==> config.mk <==
export PLATFORM = sky130hd
export DESIGN_NAME = lpws_seq
export DESIGN_NICKNAME = d
export VERILOG_FILES = /design/src/rtl/lpws_pkg.sv /design/src/rtl/lpws_thr_cmp.sv /design/src/rtl/lpws_seq.sv
export SDC_FILE = /design/constraint.sdc
export NUM_CORES = 1
export LEC_CHECK = 0
export BUFFER_PORTS_ARGS = -buffer_cell sky130_fd_sc_hd__buf_2
export CORE_MARGIN = 8
export CORE_UTILIZATION = 53
export DETAILED_ROUTE_END_ITERATION = 10
export GPL_ROUTABILITY_DRIVEN = 0
export PLACE_DENSITY = 0.94
export SLEW_MARGIN = 5
export SYNTH_ARGS = -nofsm -noshare
export SYNTH_HDL_FRONTEND = slang
export SYNTH_SLANG_ARGS = --single-unit
==> constraint.sdc <==
create_clock -name sys_clk -period 6.52 [get_ports sys_clk]
set_input_delay 0 -clock sys_clk [delete_from_list [all_inputs] [get_ports sys_clk]]
set_output_delay 0 -clock sys_clk [all_outputs]
set_load 0.01 [all_outputs]
==> src/rtl/lpws_pkg.sv <==
`default_nettype none

package lpws_pkg;

	// ---------------------------------------------------------------
	// standby configuration word layout
	// ---------------------------------------------------------------
	localparam int CFG_W = 16;
	localparam int CFG_RSVD_LSB = 10;
	localparam int CFG_WAKE_OUT_BIT = 9;
	localparam int CFG_TIMER_WAKE_BIT = 8;
	localparam int CFG_EDGE_SEL_LSB = 6;
	localparam int CFG_THR2_LSB = 4;
	localparam int CFG_THR1_LSB = 2;
	localparam int CFG_THR0_LSB = 0;
	localparam int THR_CHANNELS = 3;

	// ---------------------------------------------------------------
	// field encodings
	// ---------------------------------------------------------------
	localparam logic [1:0] EDGE_NONE = 2'h0;
	localparam logic [1:0] EDGE_RISE = 2'h1;
	localparam logic [1:0] EDGE_FALL = 2'h2;
	localparam logic [1:0] EDGE_BOTH = 2'h3;
	localparam logic [1:0] THR_OFF = 2'h0;
	localparam logic [1:0] THR_ABOVE = 2'h1;
	localparam logic [1:0] THR_BELOW = 2'h2;

	// host command word that sends the device to sleep
	localparam logic [15:0] GO_SLEEP_WORD = 16'ha55a;

	// ---------------------------------------------------------------
	// timing
	// ---------------------------------------------------------------
	localparam int CLK_PERIOD_NS = 8;
	localparam int SLEEP_TICK_NS = 1000;
	localparam int INIT_TIME_NS = 2000;
	localparam int TICK_CYCLES = (SLEEP_TICK_NS + CLK_PERIOD_NS - 1) / CLK_PERIOD_NS;
	localparam int INIT_CYCLES = (INIT_TIME_NS + CLK_PERIOD_NS - 1) / CLK_PERIOD_NS;
	localparam int CNT_W = 8;
	localparam logic [CNT_W-1:0] TICK_LAST = CNT_W'(TICK_CYCLES - 1);
	localparam logic [CNT_W-1:0] INIT_LAST = CNT_W'(INIT_CYCLES - 1);

	// ---------------------------------------------------------------
	// modes and sequencer states
	// ---------------------------------------------------------------
	typedef enum logic [2:0] {
		LPWS_MODE_APP = 3'h0,
		LPWS_MODE_HOST = 3'h1,
		LPWS_MODE_TIMER = 3'h2,
		LPWS_MODE_THRESH = 3'h3,
		LPWS_MODE_COMB = 3'h4
	} lpws_mode_e;

	typedef enum logic [2:0] {
		LPWS_ST_APP = 3'h0,
		LPWS_ST_SLEEP = 3'h1,
		LPWS_ST_INIT = 3'h3,
		LPWS_ST_ACTIVE = 3'h2,
		LPWS_ST_EVAL = 3'h6
	} lpws_state_e;

endpackage

`default_nettype wire

==> src/rtl/lpws_thr_cmp.sv <==
`default_nettype none

module lpws_thr_cmp
	import lpws_pkg::*;
(
	input wire logic [1:0] thr_mode,
	input wire logic [15:0] meas,
	input wire logic [15:0] thr,
	output logic hit
);

	// -----------------------------------------------------------------
	// one threshold channel: above or below, reserved code never hits
	// -----------------------------------------------------------------
	always_comb begin
		case (thr_mode)
			THR_ABOVE: hit = (meas > thr);
			THR_BELOW: hit = (meas < thr);
			default: hit = 1'b0;
		endcase
	end

endmodule

`default_nettype wire

==> src/rtl/lpws_seq.sv <==
`default_nettype none

// What this block does
// - four low-power modes, each alternating a sleep phase and an active phase
// - outside low-power modes, run continuously in application mode, never sleeping
// - mode chosen from nonvolatile standby configuration bits
// - go-to-sleep word 0xA55A written to output channel three starts next sleep
// - host mode: sleep until host wake edge, then initialise and measure
// - host mode when edge select nonzero and all other bits zero
// - edge select decides which wake pin edges count as wake-up
// - timer modes: sleep for sleep_duration, then initialise and measure
// - timer indication mode: change wake pin level when active phase starts
// - timer indication mode when wake output and timer wake set, rest zero
// - threshold mode: compare each result against up to three thresholds
// - threshold mode: change wake pin only on a crossing, else sleep quietly
// - no threshold crossing after timer wake: return to sleep alone
// - threshold mode: timer, wake output, some threshold 01 or 10, rest zero
// - combined mode: timer, wake output, edge select and a threshold set
// - combined mode: wake by timer, host or both, measure normally
// - host wake edges count only in sleep phase, ignored when active
// - edge select: 00 off, 01 rising, 10 falling, 11 both
// - threshold field: 00 off, 01 above, 10 below, 11 reserved
// - new sample flag set on fresh sample, cleared when old sample resent
module lpws_seq
	import lpws_pkg::*;
(
	input wire logic sys_clk,
	input wire logic rst,
	input wire logic [15:0] standby_config,
	input wire logic [15:0] sleep_duration,
	input wire logic [15:0] wake_threshold_value0,
	input wire logic [15:0] wake_threshold_value1,
	input wire logic [15:0] wake_threshold_value2,
	input wire logic [15:0] meas_value0,
	input wire logic [15:0] meas_value1,
	input wire logic [15:0] meas_value2,
	input wire logic meas_valid,
	input wire logic chan3_wr_en,
	input wire logic [15:0] chan3_wr_data,
	input wire logic sample_sent,
	input wire logic wake_io_pin_i,
	output logic wake_io_pin_o,
	output logic wake_io_pin_oe_n,
	output logic new_sample_flag,
	output logic sleep_phase,
	output logic active_phase,
	output logic meas_start,
	output logic [2:0] lp_mode
);

	// -----------------------------------------------------------------
	// configuration fields
	// -----------------------------------------------------------------
	logic wake_output_enable;
	logic timer_wake_enable;
	logic [1:0] external_wake_edge_sel;
	logic [1:0] thr_mode [THR_CHANNELS];
	logic rsvd_clear;

	assign wake_output_enable = standby_config[CFG_WAKE_OUT_BIT];
	assign timer_wake_enable = standby_config[CFG_TIMER_WAKE_BIT];
	assign external_wake_edge_sel = standby_config[CFG_EDGE_SEL_LSB +: 2];
	assign thr_mode[0] = standby_config[CFG_THR0_LSB +: 2];
	assign thr_mode[1] = standby_config[CFG_THR1_LSB +: 2];
	assign thr_mode[2] = standby_config[CFG_THR2_LSB +: 2];
	assign rsvd_clear = (standby_config[CFG_W-1:CFG_RSVD_LSB] == '0);

	// -----------------------------------------------------------------
	// mode decode
	// -----------------------------------------------------------------
	logic thr_any_valid;
	logic thr_any_rsvd;
	logic thr_all_off;
	lpws_mode_e mode;

	// at least one channel armed, none using the reserved code
	always_comb begin
		thr_any_valid = 1'b0;
		thr_any_rsvd = 1'b0;
		thr_all_off = 1'b1;
		for (int i = 0; i < THR_CHANNELS; i++) begin
			if (thr_mode[i] == THR_ABOVE || thr_mode[i] == THR_BELOW) begin
				thr_any_valid = 1'b1;
			end
			if (thr_mode[i] == 2'h3) begin
				thr_any_rsvd = 1'b1;
			end
			if (thr_mode[i] != THR_OFF) begin
				thr_all_off = 1'b0;
			end
		end
	end

	// any other combination falls back to continuous operation
	always_comb begin
		mode = LPWS_MODE_APP;
		if (rsvd_clear && !thr_any_rsvd) begin
			if (!wake_output_enable && !timer_wake_enable && external_wake_edge_sel != EDGE_NONE && thr_all_off) begin
				mode = LPWS_MODE_HOST;
			end else if (wake_output_enable && timer_wake_enable) begin
				if (external_wake_edge_sel == EDGE_NONE && thr_all_off) begin
					mode = LPWS_MODE_TIMER;
				end else if (external_wake_edge_sel == EDGE_NONE && thr_any_valid) begin
					mode = LPWS_MODE_THRESH;
				end else if (external_wake_edge_sel != EDGE_NONE && thr_any_valid) begin
					mode = LPWS_MODE_COMB;
				end
			end
		end
	end

	logic timer_mode;
	logic host_wake_mode;
	logic thresh_mode;

	assign timer_mode = (mode == LPWS_MODE_TIMER) || (mode == LPWS_MODE_THRESH) || (mode == LPWS_MODE_COMB);
	assign host_wake_mode = (mode == LPWS_MODE_HOST) || (mode == LPWS_MODE_COMB);
	assign thresh_mode = (mode == LPWS_MODE_THRESH) || (mode == LPWS_MODE_COMB);

	// -----------------------------------------------------------------
	// wake pin synchroniser and edge detection
	// -----------------------------------------------------------------
	logic pin_meta_q;
	logic pin_sync_q;
	logic pin_prev_q;
	logic pin_rise;
	logic pin_fall;
	logic host_edge;

	// two flops, then a history flop for the edge detector
	always_ff @(posedge sys_clk) begin
		if (rst) begin
			pin_meta_q <= 1'b0;
			pin_sync_q <= 1'b0;
			pin_prev_q <= 1'b0;
		end else begin
			pin_meta_q <= wake_io_pin_i;
			pin_sync_q <= pin_meta_q;
			pin_prev_q <= pin_sync_q;
		end
	end

	assign pin_rise = pin_sync_q && !pin_prev_q;
	assign pin_fall = !pin_sync_q && pin_prev_q;

	// edge kind chosen by the edge select field
	always_comb begin
		case (external_wake_edge_sel)
			EDGE_RISE: host_edge = pin_rise;
			EDGE_FALL: host_edge = pin_fall;
			EDGE_BOTH: host_edge = pin_rise || pin_fall;
			default: host_edge = 1'b0;
		endcase
	end

	// -----------------------------------------------------------------
	// threshold comparison
	// -----------------------------------------------------------------
	logic [THR_CHANNELS-1:0] thr_hit;

	lpws_thr_cmp u_thr0 (
		.thr_mode(thr_mode[0]),
		.meas(meas_value0),
		.thr(wake_threshold_value0),
		.hit(thr_hit[0])
	);

	lpws_thr_cmp u_thr1 (
		.thr_mode(thr_mode[1]),
		.meas(meas_value1),
		.thr(wake_threshold_value1),
		.hit(thr_hit[1])
	);

	lpws_thr_cmp u_thr2 (
		.thr_mode(thr_mode[2]),
		.meas(meas_value2),
		.thr(wake_threshold_value2),
		.hit(thr_hit[2])
	);

	// -----------------------------------------------------------------
	// sequencer state and counters
	// -----------------------------------------------------------------
	lpws_state_e state_q;
	lpws_state_e state_d;
	logic [CNT_W-1:0] tick_div_q;
	logic tick;
	logic [15:0] sleep_cnt_q;
	logic [CNT_W-1:0] init_cnt_q;
	logic woke_by_host_q;
	logic go_sleep;
	logic timer_expired;
	logic host_wake;
	logic init_done;

	// host command accepted only while awake in a low-power mode
	assign go_sleep = chan3_wr_en && (chan3_wr_data == GO_SLEEP_WORD)
		&& (state_q == LPWS_ST_ACTIVE || state_q == LPWS_ST_EVAL);
	assign timer_expired = timer_mode && (sleep_cnt_q == sleep_duration);
	assign host_wake = host_wake_mode && host_edge && (state_q == LPWS_ST_SLEEP);
	assign init_done = (init_cnt_q == INIT_LAST);
	assign tick = (tick_div_q == TICK_LAST);

	// next state
	always_comb begin
		state_d = state_q;
		case (state_q)
			LPWS_ST_APP: begin
				if (mode != LPWS_MODE_APP) begin
					state_d = LPWS_ST_INIT;
				end
			end
			LPWS_ST_SLEEP: begin
				if (host_wake || (state_q == LPWS_ST_SLEEP && timer_expired)) begin
					state_d = LPWS_ST_INIT;
				end
			end
			LPWS_ST_INIT: begin
				if (init_done) begin
					state_d = (thresh_mode && !woke_by_host_q) ? LPWS_ST_EVAL : LPWS_ST_ACTIVE;
				end
			end
			LPWS_ST_EVAL: begin
				if (go_sleep) begin
					state_d = LPWS_ST_SLEEP;
				end else if (meas_valid) begin
					state_d = (|thr_hit) ? LPWS_ST_ACTIVE : LPWS_ST_SLEEP;
				end
			end
			LPWS_ST_ACTIVE: begin
				if (go_sleep) begin
					state_d = LPWS_ST_SLEEP;
				end
			end
			default: state_d = LPWS_ST_APP;
		endcase
		if (mode == LPWS_MODE_APP) begin
			state_d = LPWS_ST_APP;
		end
	end

	// state register
	always_ff @(posedge sys_clk) begin
		if (rst) begin
			state_q <= LPWS_ST_APP;
		end else begin
			state_q <= state_d;
		end
	end

	// sleep tick prescaler, runs only while asleep
	always_ff @(posedge sys_clk) begin
		if (rst || state_q != LPWS_ST_SLEEP || tick) begin
			tick_div_q <= '0;
		end else begin
			tick_div_q <= tick_div_q + CNT_W'(1);
		end
	end

	// sleep timer restarts from zero on every sleep entry
	always_ff @(posedge sys_clk) begin
		if (rst || state_q != LPWS_ST_SLEEP) begin
			sleep_cnt_q <= '0;
		end else if (tick && !timer_expired) begin
			sleep_cnt_q <= sleep_cnt_q + 16'h0001;
		end
	end

	// initialisation phase length
	always_ff @(posedge sys_clk) begin
		if (rst || state_q != LPWS_ST_INIT) begin
			init_cnt_q <= '0;
		end else if (!init_done) begin
			init_cnt_q <= init_cnt_q + CNT_W'(1);
		end
	end

	// a host wake skips the threshold check, also when a timer wake comes in the same cycle
	always_ff @(posedge sys_clk) begin
		if (rst) begin
			woke_by_host_q <= 1'b0;
		end else if (state_q == LPWS_ST_SLEEP && state_d == LPWS_ST_INIT) begin
			woke_by_host_q <= host_wake;
		end
	end

	// -----------------------------------------------------------------
	// wake pin drive
	// -----------------------------------------------------------------
	logic indicate;

	// active phase start in timer mode, or a crossing in threshold evaluation
	assign indicate = ((mode == LPWS_MODE_TIMER) && state_q == LPWS_ST_INIT && init_done)
		|| (state_q == LPWS_ST_EVAL && !go_sleep && meas_valid && (|thr_hit));

	// level toggles on each indication
	always_ff @(posedge sys_clk) begin
		if (rst) begin
			wake_io_pin_o <= 1'b0;
		end else if (indicate && wake_output_enable) begin
			wake_io_pin_o <= !wake_io_pin_o;
		end
	end

	// released while asleep in combined mode so the host can drive edges
	always_ff @(posedge sys_clk) begin
		if (rst) begin
			wake_io_pin_oe_n <= 1'b1;
		end else begin
			wake_io_pin_oe_n <= !(wake_output_enable && timer_mode
				&& !(mode == LPWS_MODE_COMB && state_d == LPWS_ST_SLEEP));
		end
	end

	// -----------------------------------------------------------------
	// new sample flag
	// -----------------------------------------------------------------

	// a fresh sample wins over a resend in the same cycle
	always_ff @(posedge sys_clk) begin
		if (rst) begin
			new_sample_flag <= 1'b0;
		end else if (meas_valid && state_q != LPWS_ST_SLEEP) begin
			new_sample_flag <= 1'b1;
		end else if (sample_sent) begin
			new_sample_flag <= 1'b0;
		end
	end

	// -----------------------------------------------------------------
	// status outputs
	// -----------------------------------------------------------------

	// phase flags follow the next state so they line up with state_q
	always_ff @(posedge sys_clk) begin
		if (rst) begin
			sleep_phase <= 1'b0;
			active_phase <= 1'b0;
		end else begin
			sleep_phase <= (state_d == LPWS_ST_SLEEP);
			active_phase <= (state_d == LPWS_ST_ACTIVE) || (state_d == LPWS_ST_EVAL);
		end
	end

	// measurement request pulse at the end of initialisation
	always_ff @(posedge sys_clk) begin
		if (rst) begin
			meas_start <= 1'b0;
		end else begin
			meas_start <= (state_q == LPWS_ST_INIT) && init_done;
		end
	end

	// decoded mode, registered
	always_ff @(posedge sys_clk) begin
		if (rst) begin
			lp_mode <= LPWS_MODE_APP;
		end else begin
			lp_mode <= mode;
		end
	end

endmodule

`default_nettype wire

# Word level (Yosys, flattened, before mapping)
# Cells that the tools add are included.
[word_totals] wordCells=152 register_bits=48 out_inout_bits=9 in_bits=150
[classes] addsub=3 reduce_logical=67 n_eq_ne=30 n_mux=31 order_cmp=6
[ops] op="$gt A16 B16 Y1" count=3
[ops] op="$lt A16 B16 Y1" count=3
[ops] op="$mux W3" count=14
[ops] op="$logic_and A1 B1 Y1" count=30
[ops] op="$eq A3 B2 Y1 const B" count=6
[ops] op="$add A16 B1 Y16 const B" count=1
[ops] op="$add A8 B1 Y8 const B" count=2
[ops] op="$eq A16 B16 Y1" count=1
[ops] op="$eq A16 B16 Y1 const B" count=1
[ops] op="$eq A2 B2 Y1 const B" count=8
[ops] op="$logic_or A1 B1 Y1" count=15
[ops] op="$pmux W3 S5" count=1
[ops] op="$logic_not A1 Y1" count=11
[ops] op="$mux W1" count=11
[ops] op="$reduce_bool A2 Y1" count=5
[ops] op="$eq A3 B1 Y1 const B" count=3
[ops] op="$eq A3 B3 Y1 const B" count=3
[ops] op="$eq A2 B1 Y1 const B" count=4
[ops] op="$eq A8 B7 Y1 const B" count=1
[ops] op="$eq A8 B8 Y1 const B" count=1
[ops] op="$logic_not A3 Y1" count=2
[ops] op="$logic_not A6 Y1" count=1
[ops] op="$pmux W1 S2" count=3
[ops] op="$ne A3 B1 Y1 const B" count=1
[ops] op="other kinds (6)" count=6

# Depth between registers and ports, before layout
[logic_depth] ltp_word=26 depth_mapped=12 depth_no_buf=10

# Hierarchy
# From an unflattened synthesis, not the netlist that was laid out.
[hier_totals] hier_cells=499 area_unflattened_um2=4140.2
[modules_own_cells] module="lpws_seq" area_per_inst_um2=2683.8 instances=1 seq_area_each_um2=960.9 cells_per_inst=313
[modules_own_cells] module="lpws_thr_cmp" area_per_inst_um2=485.5 instances=3 seq_area_each_um2=0.0 cells_per_inst=62

# Least setup slack after synthesis
# No wires, ideal clock.
[synth_path] path_kind="flip-flop to flip-flop" from="register init_cnt_q[0]" to="register wake_io_pin_o" path_slack_ns=4.330 setup_ns=0.074 arrival_time_ns=2.115 t_required_ns=6.446 synth_period_minus_slack_ns=2.190 n_path_buf=1 path_stages_with_launch=8 cell_sequence="dfxtp_1 > ha_1 > nand4b_1 > or3_1 > buf_2 > or4b_4 > a211o_1 > a31oi_1"
[synth_via] elab_chain_len=4
[synth_lines] element="start: declaration" line_no="lpws_seq.sv:190" source="logic [CNT_W-1:0] init_cnt_q;"
[synth_lines] element="start signal: assignment" line_no="lpws_seq.sv:275" source="init_cnt_q <= init_cnt_q + CNT_W'(1);"
[synth_lines] element="$eq A8 B8 Y1" line_no="lpws_seq.sv:202" source="assign init_done = (init_cnt_q == INIT_LAST);"
[synth_lines] element="$logic_and A1 B1 Y1" line_no="lpws_seq.sv:294" source="assign indicate = ((mode == LPWS_MODE_TIMER) && state_q == LPWS_ST_INIT && init_done)"
[synth_lines] element="$logic_or A1 B1 Y1" line_no="lpws_seq.sv:295" source="|| (state_q == LPWS_ST_EVAL && !go_sleep && meas_valid && (|thr_hit));"
[synth_lines] element="$logic_and A1 B1 Y1" line_no="lpws_seq.sv:301" source="end else if (indicate && wake_output_enable) begin"
[synth_lines] element="end signal: assignment" line_no="lpws_seq.sv:302" source="wake_io_pin_o <= !wake_io_pin_o;"
[synth_lines] element="end: declaration" line_no="lpws_seq.sv:42" source="output logic wake_io_pin_o,"
# No other way between the ends.
# A chain may end at the register's enable or synchronous reset.

# Final worst setup path
# Ends and elaborated chain as after synthesis.

==> results.json <==
{
  "rsz0062_at_grt": "no",
  "antenna_found_initial": 0,
  "hp-class": "primary input to register",
  "ctsHtreeMaxLevel": 2,
  "grt_pass1_wl_um": 18300,
  "die_y_um": 102,
  "yosysWarnings": 0,
  "dr.pass1.iters": 4,
  "drive_gt1_share_pct": 27.5,
  "worstMarginPinSlew_ns": 0.616,
  "grt_pass1_vias": 4124,
  "wl_per_cell_um": 14.8,
  "start_util_pct": 54.3,
  "synthCells": 489,
  "maxUsedRoutingLayer": "met4",
  "path_cells": "ha_1 > nand4b_1 > or3_1 > or4b_4 > a211o_1 > a31oi_1",
  "dp.cells": 737,
  "power.leakage_nw": 2.36,
  "routed-wl-met3_um": 793,
  "cts-resized-gates": 0,
  "initialDrtViolationCount": 130,
  "cp.required_ns": 6.75,
  "clk_pin_slew_ns": 0.08,
  "synthesis.area_um2": 3920,
  "switchingPower_w": 0.000163,
  "setup_ws_ns": 4.14,
  "synth_fp_nets": 706,
  "critPathLaunchType": "register",
  "end_kind": "register",
  "status": "completed",
  "postCtsSetupBuffers": 0,
  "vdd_drop_max_uv": 138,
  "synthMuxAreaShare_pct": 1.44,
  "cp_slowest_stage_delay_ns": 0.60,
  "async_flop_share_pct": 0,
  "die_w_um": 102,
  "synthSimpleGateAreaFrac_pct": 25.7,
  "ys_ff_latch": 48,
  "crit_arrival_ns": 2.62,
  "synth_top_family_by_area": "simple AND/OR/NAND/NOR gates",
  "route.detailed.drc": 0,
  "finalInstanceArea_um2": 4890,
  "fillers": 598,
  "p_sw_share_pct": 26.3,
  "setup_viol_count_final": 0,
  "yosysSeqAreaShare_pct": 24.5,
  "insertion_delay_ns": 0.30,
  "area_growth_pct": 25.0,
  "seq_area_um2": 961,
  "crit_fanout": 8,
  "nets": 863,
  "ys_types": 53,
  "routed_via_density": 5.31,
  "fmax_mhz": 419,
  "clkSinkCount": 48,
  "dp_hpwl_um": 9570,
  "fin_worst_skew_ns": 0.00565,
  "overflow": 0,
  "die_area_um2": 10400,
  "cts.path.max_buffers": 2,
  "ys.flop_type": "dfxtp_1",
  "slew_viol_final": 0,
  "cts-root-buf": "clkbuf_8",
  "power.internal_w": 0.000456,
  "antennaDiodeCount": 0,
  "fin_setup_tns_ns": 0,
  "numCtsBuffers": 5,
  "rows": 31,
  "core_um2": 7210,
  "period_share_pct": 36.6,
  "wl_met1_um": 4150,
  "vias": 3963,
  "ctsHoldBuffers": 1,
  "p_comb_share_pct": 23.4,
  "p_clk_share_pct": 28.9,
  "grt.total_usage_pct": 21.4,
  "drt-total-wl_um": 11100,
  "slew-limit-headroom_pct": 58.6,
  "powerDensity_nw_per_um2": 127,
  "place_area_um2": 4790,
  "multi_input_area_um2": 2670,
  "dp_slack_ns": 4.08,
  "grt_max_degree": 18,
  "cts_tree": "built",
  "seq_power_share_pct": 47.7,
  "synth_fa_ha_area_share_pct": 21.4,
  "ioPinCount": 159,
  "numPortBuffers": 158,
  "fin_crit_ns": 2.38,
  "postRouteAntennaNets": 0,
  "synth_area_per_cell_um2": 8.01,
  "met2_length_um": 5880,
  "synth_compound_area_share_pct": 10.2,
  "cp_slowest_cell": "or4b_4",
  "cap_violations": 0,
  "hold_violations": 0,
  "instances_no_fill": 746,
  "synth_edf_count": 0,
  "critPathKind": "register to register",
  "synthXorXnorAreaFrac_pct": 9.40
}
routing by layer:
| layer | vias up | track usage (%) |
|---|---|---|
| met1 | 1822 | 21.7 |
| met2 | 129 | 41.9 |
| li1 | 1991 | - |
| met5 | - | 0 |
| met3 | 21 | 5.31 |
| met4 | 0 | 6.32 |
per-stage QoR:
stage                     total power (W)  utilization (%)  hold slack [ns]
after global routing             0.000656             67.8           0.0310
after CTS                        0.000624             67.8           0.0105
after floorplan                  0.000377                -            0.128
final                            0.000619             67.8           0.0182
after global placement           0.000435             66.4            0.219
after detailed placement         0.000446             66.4            0.217
cells in the final DEF, fill, tap and decap left out, types with 2 or more instances in the layout:
| cell type | n |
|---|---|
| inv_1 | 66 |
| dfxtp_1 | 48 |
| xor2_1 | 17 |
| nand4_1 | 19 |
| a21oi_1 | 31 |
| nor4bb_1 | 3 |
| nor4_2 | 2 |
| ha_1 | 67 |
| o31ai_1 | 2 |
| xnor2_1 | 25 |
| a21o_1 | 4 |
| nor2_1 | 52 |
| nand4_2 | 2 |
| a221o_1 | 2 |
| and2_1 | 7 |
| nor3_1 | 9 |
| nand2b_1 | 2 |
| buf_2 | 158 |
| nand3_1 | 23 |
| nand3b_1 | 6 |
| clkbuf_1 | 2 |
| nand2_1 | 28 |
| and3_1 | 6 |
| or2_2 | 4 |
| or3_1 | 4 |
| nor3b_1 | 2 |
| nor4_1 | 5 |
| a31oi_1 | 2 |
| o21ai_0 | 9 |
| nor2b_1 | 8 |
| mux2i_1 | 3 |
| clkbuf_8 | 6 |
registers in the layout (all words and copies together), names as in the netlist:
name and flops:
init_cnt_q 8, pin_prev_q 1, active_phase 1, wake_io_pin_oe_n 1, new_sample_flag 1, woke_by_host_q 1, pin_sync_q 1, sleep_phase 1
pin_meta_q 1, wake_io_pin_o 1, state_q 3, sleep_cnt_q 16, tick_div_q 8, meas_start 1, lp_mode 3
cell usage after synthesis (all sizes together), types with 2 or more instances:
master | number | area (um^2)
nand2 | 28 | 105
o31ai | 2 | 15.0
nor4 | 7 | 56.3
a21oi | 32 | 164
dfxtp | 48 | 961
nor4bb | 3 | 30.0
clkbuf | 7 | 26.3
inv | 66 | 248
buf | 2 | 10.0
nand2b | 2 | 12.5
and3 | 6 | 37.5
o21ai | 9 | 45.0
a221o | 2 | 20.0
or2 | 4 | 25.0
a21o | 4 | 30.0
and2 | 7 | 43.8
a21boi | 2 | 18.8
nor3 | 9 | 45.0
mux2i | 3 | 30.0
nand3b | 6 | 45.0
a31oi | 2 | 12.5
xnor2 | 25 | 219
nand3 | 23 | 115
nor2b | 8 | 50.1
nand4 | 21 | 144
mux2 | 2 | 26.3
nor3b | 2 | 15.0
or3 | 4 | 25.0
ha | 67 | 838
nor2 | 52 | 195
xor2 | 17 | 149
final cells by class:
type                    instances  share of cell area [%]
multi-input cells             366                    54.6
flip-flops and latches         48                    19.6
inverters                      66                    5.06
repair buffers                159                    16.4
clock buffers                   8                    1.84
well taps                      99                    2.53
worst paths after layout:
check / from / endpoint / slack, ns / cells after the start
worst min-delay path: rst / pin_prev_q / 0.02 / 2
worst min register to register: pin_meta_q / pin_sync_q / 0.45 / 1
worst max-delay path: init_cnt_q[0] / wake_io_pin_o / 4.14 / 6
worst max register to register: init_cnt_q[0] / wake_io_pin_o / 4.14 / 6
worst max-delay path: cells and delay by family, from the launching register on:
kind | cells | cell delay, ns
and+or+nand+nor | 3 | 1.22
DFF | 1 | 0.44
AOI/OAI and AO/OA | 2 | 0.46
adders and majority gates | 1 | 0.20
power by group through the flow:
stage | Sequential, W | Combinational (W) | Clock (W)
after detailed placement | 0.000302 | 0.000144 | 0
final | 0.000295 | 0.000145 | 0.000179
after floorplan | 0.000302 | 0.0000749 | 0
after CTS | 0.000295 | 0.000145 | 0.000184
after global placement | 0.000302 | 0.000133 | 0
after global routing | 0.000296 | 0.000165 | 0.000196
cell families after synthesis:
logic type,after synthesis
simple gates,188
buf+inv,75
fa+ha+maj,67
compound gates,64
flops,48
xor+xnor,42
mux,5
Note: power is estimated with default switching activity, not from simulation.
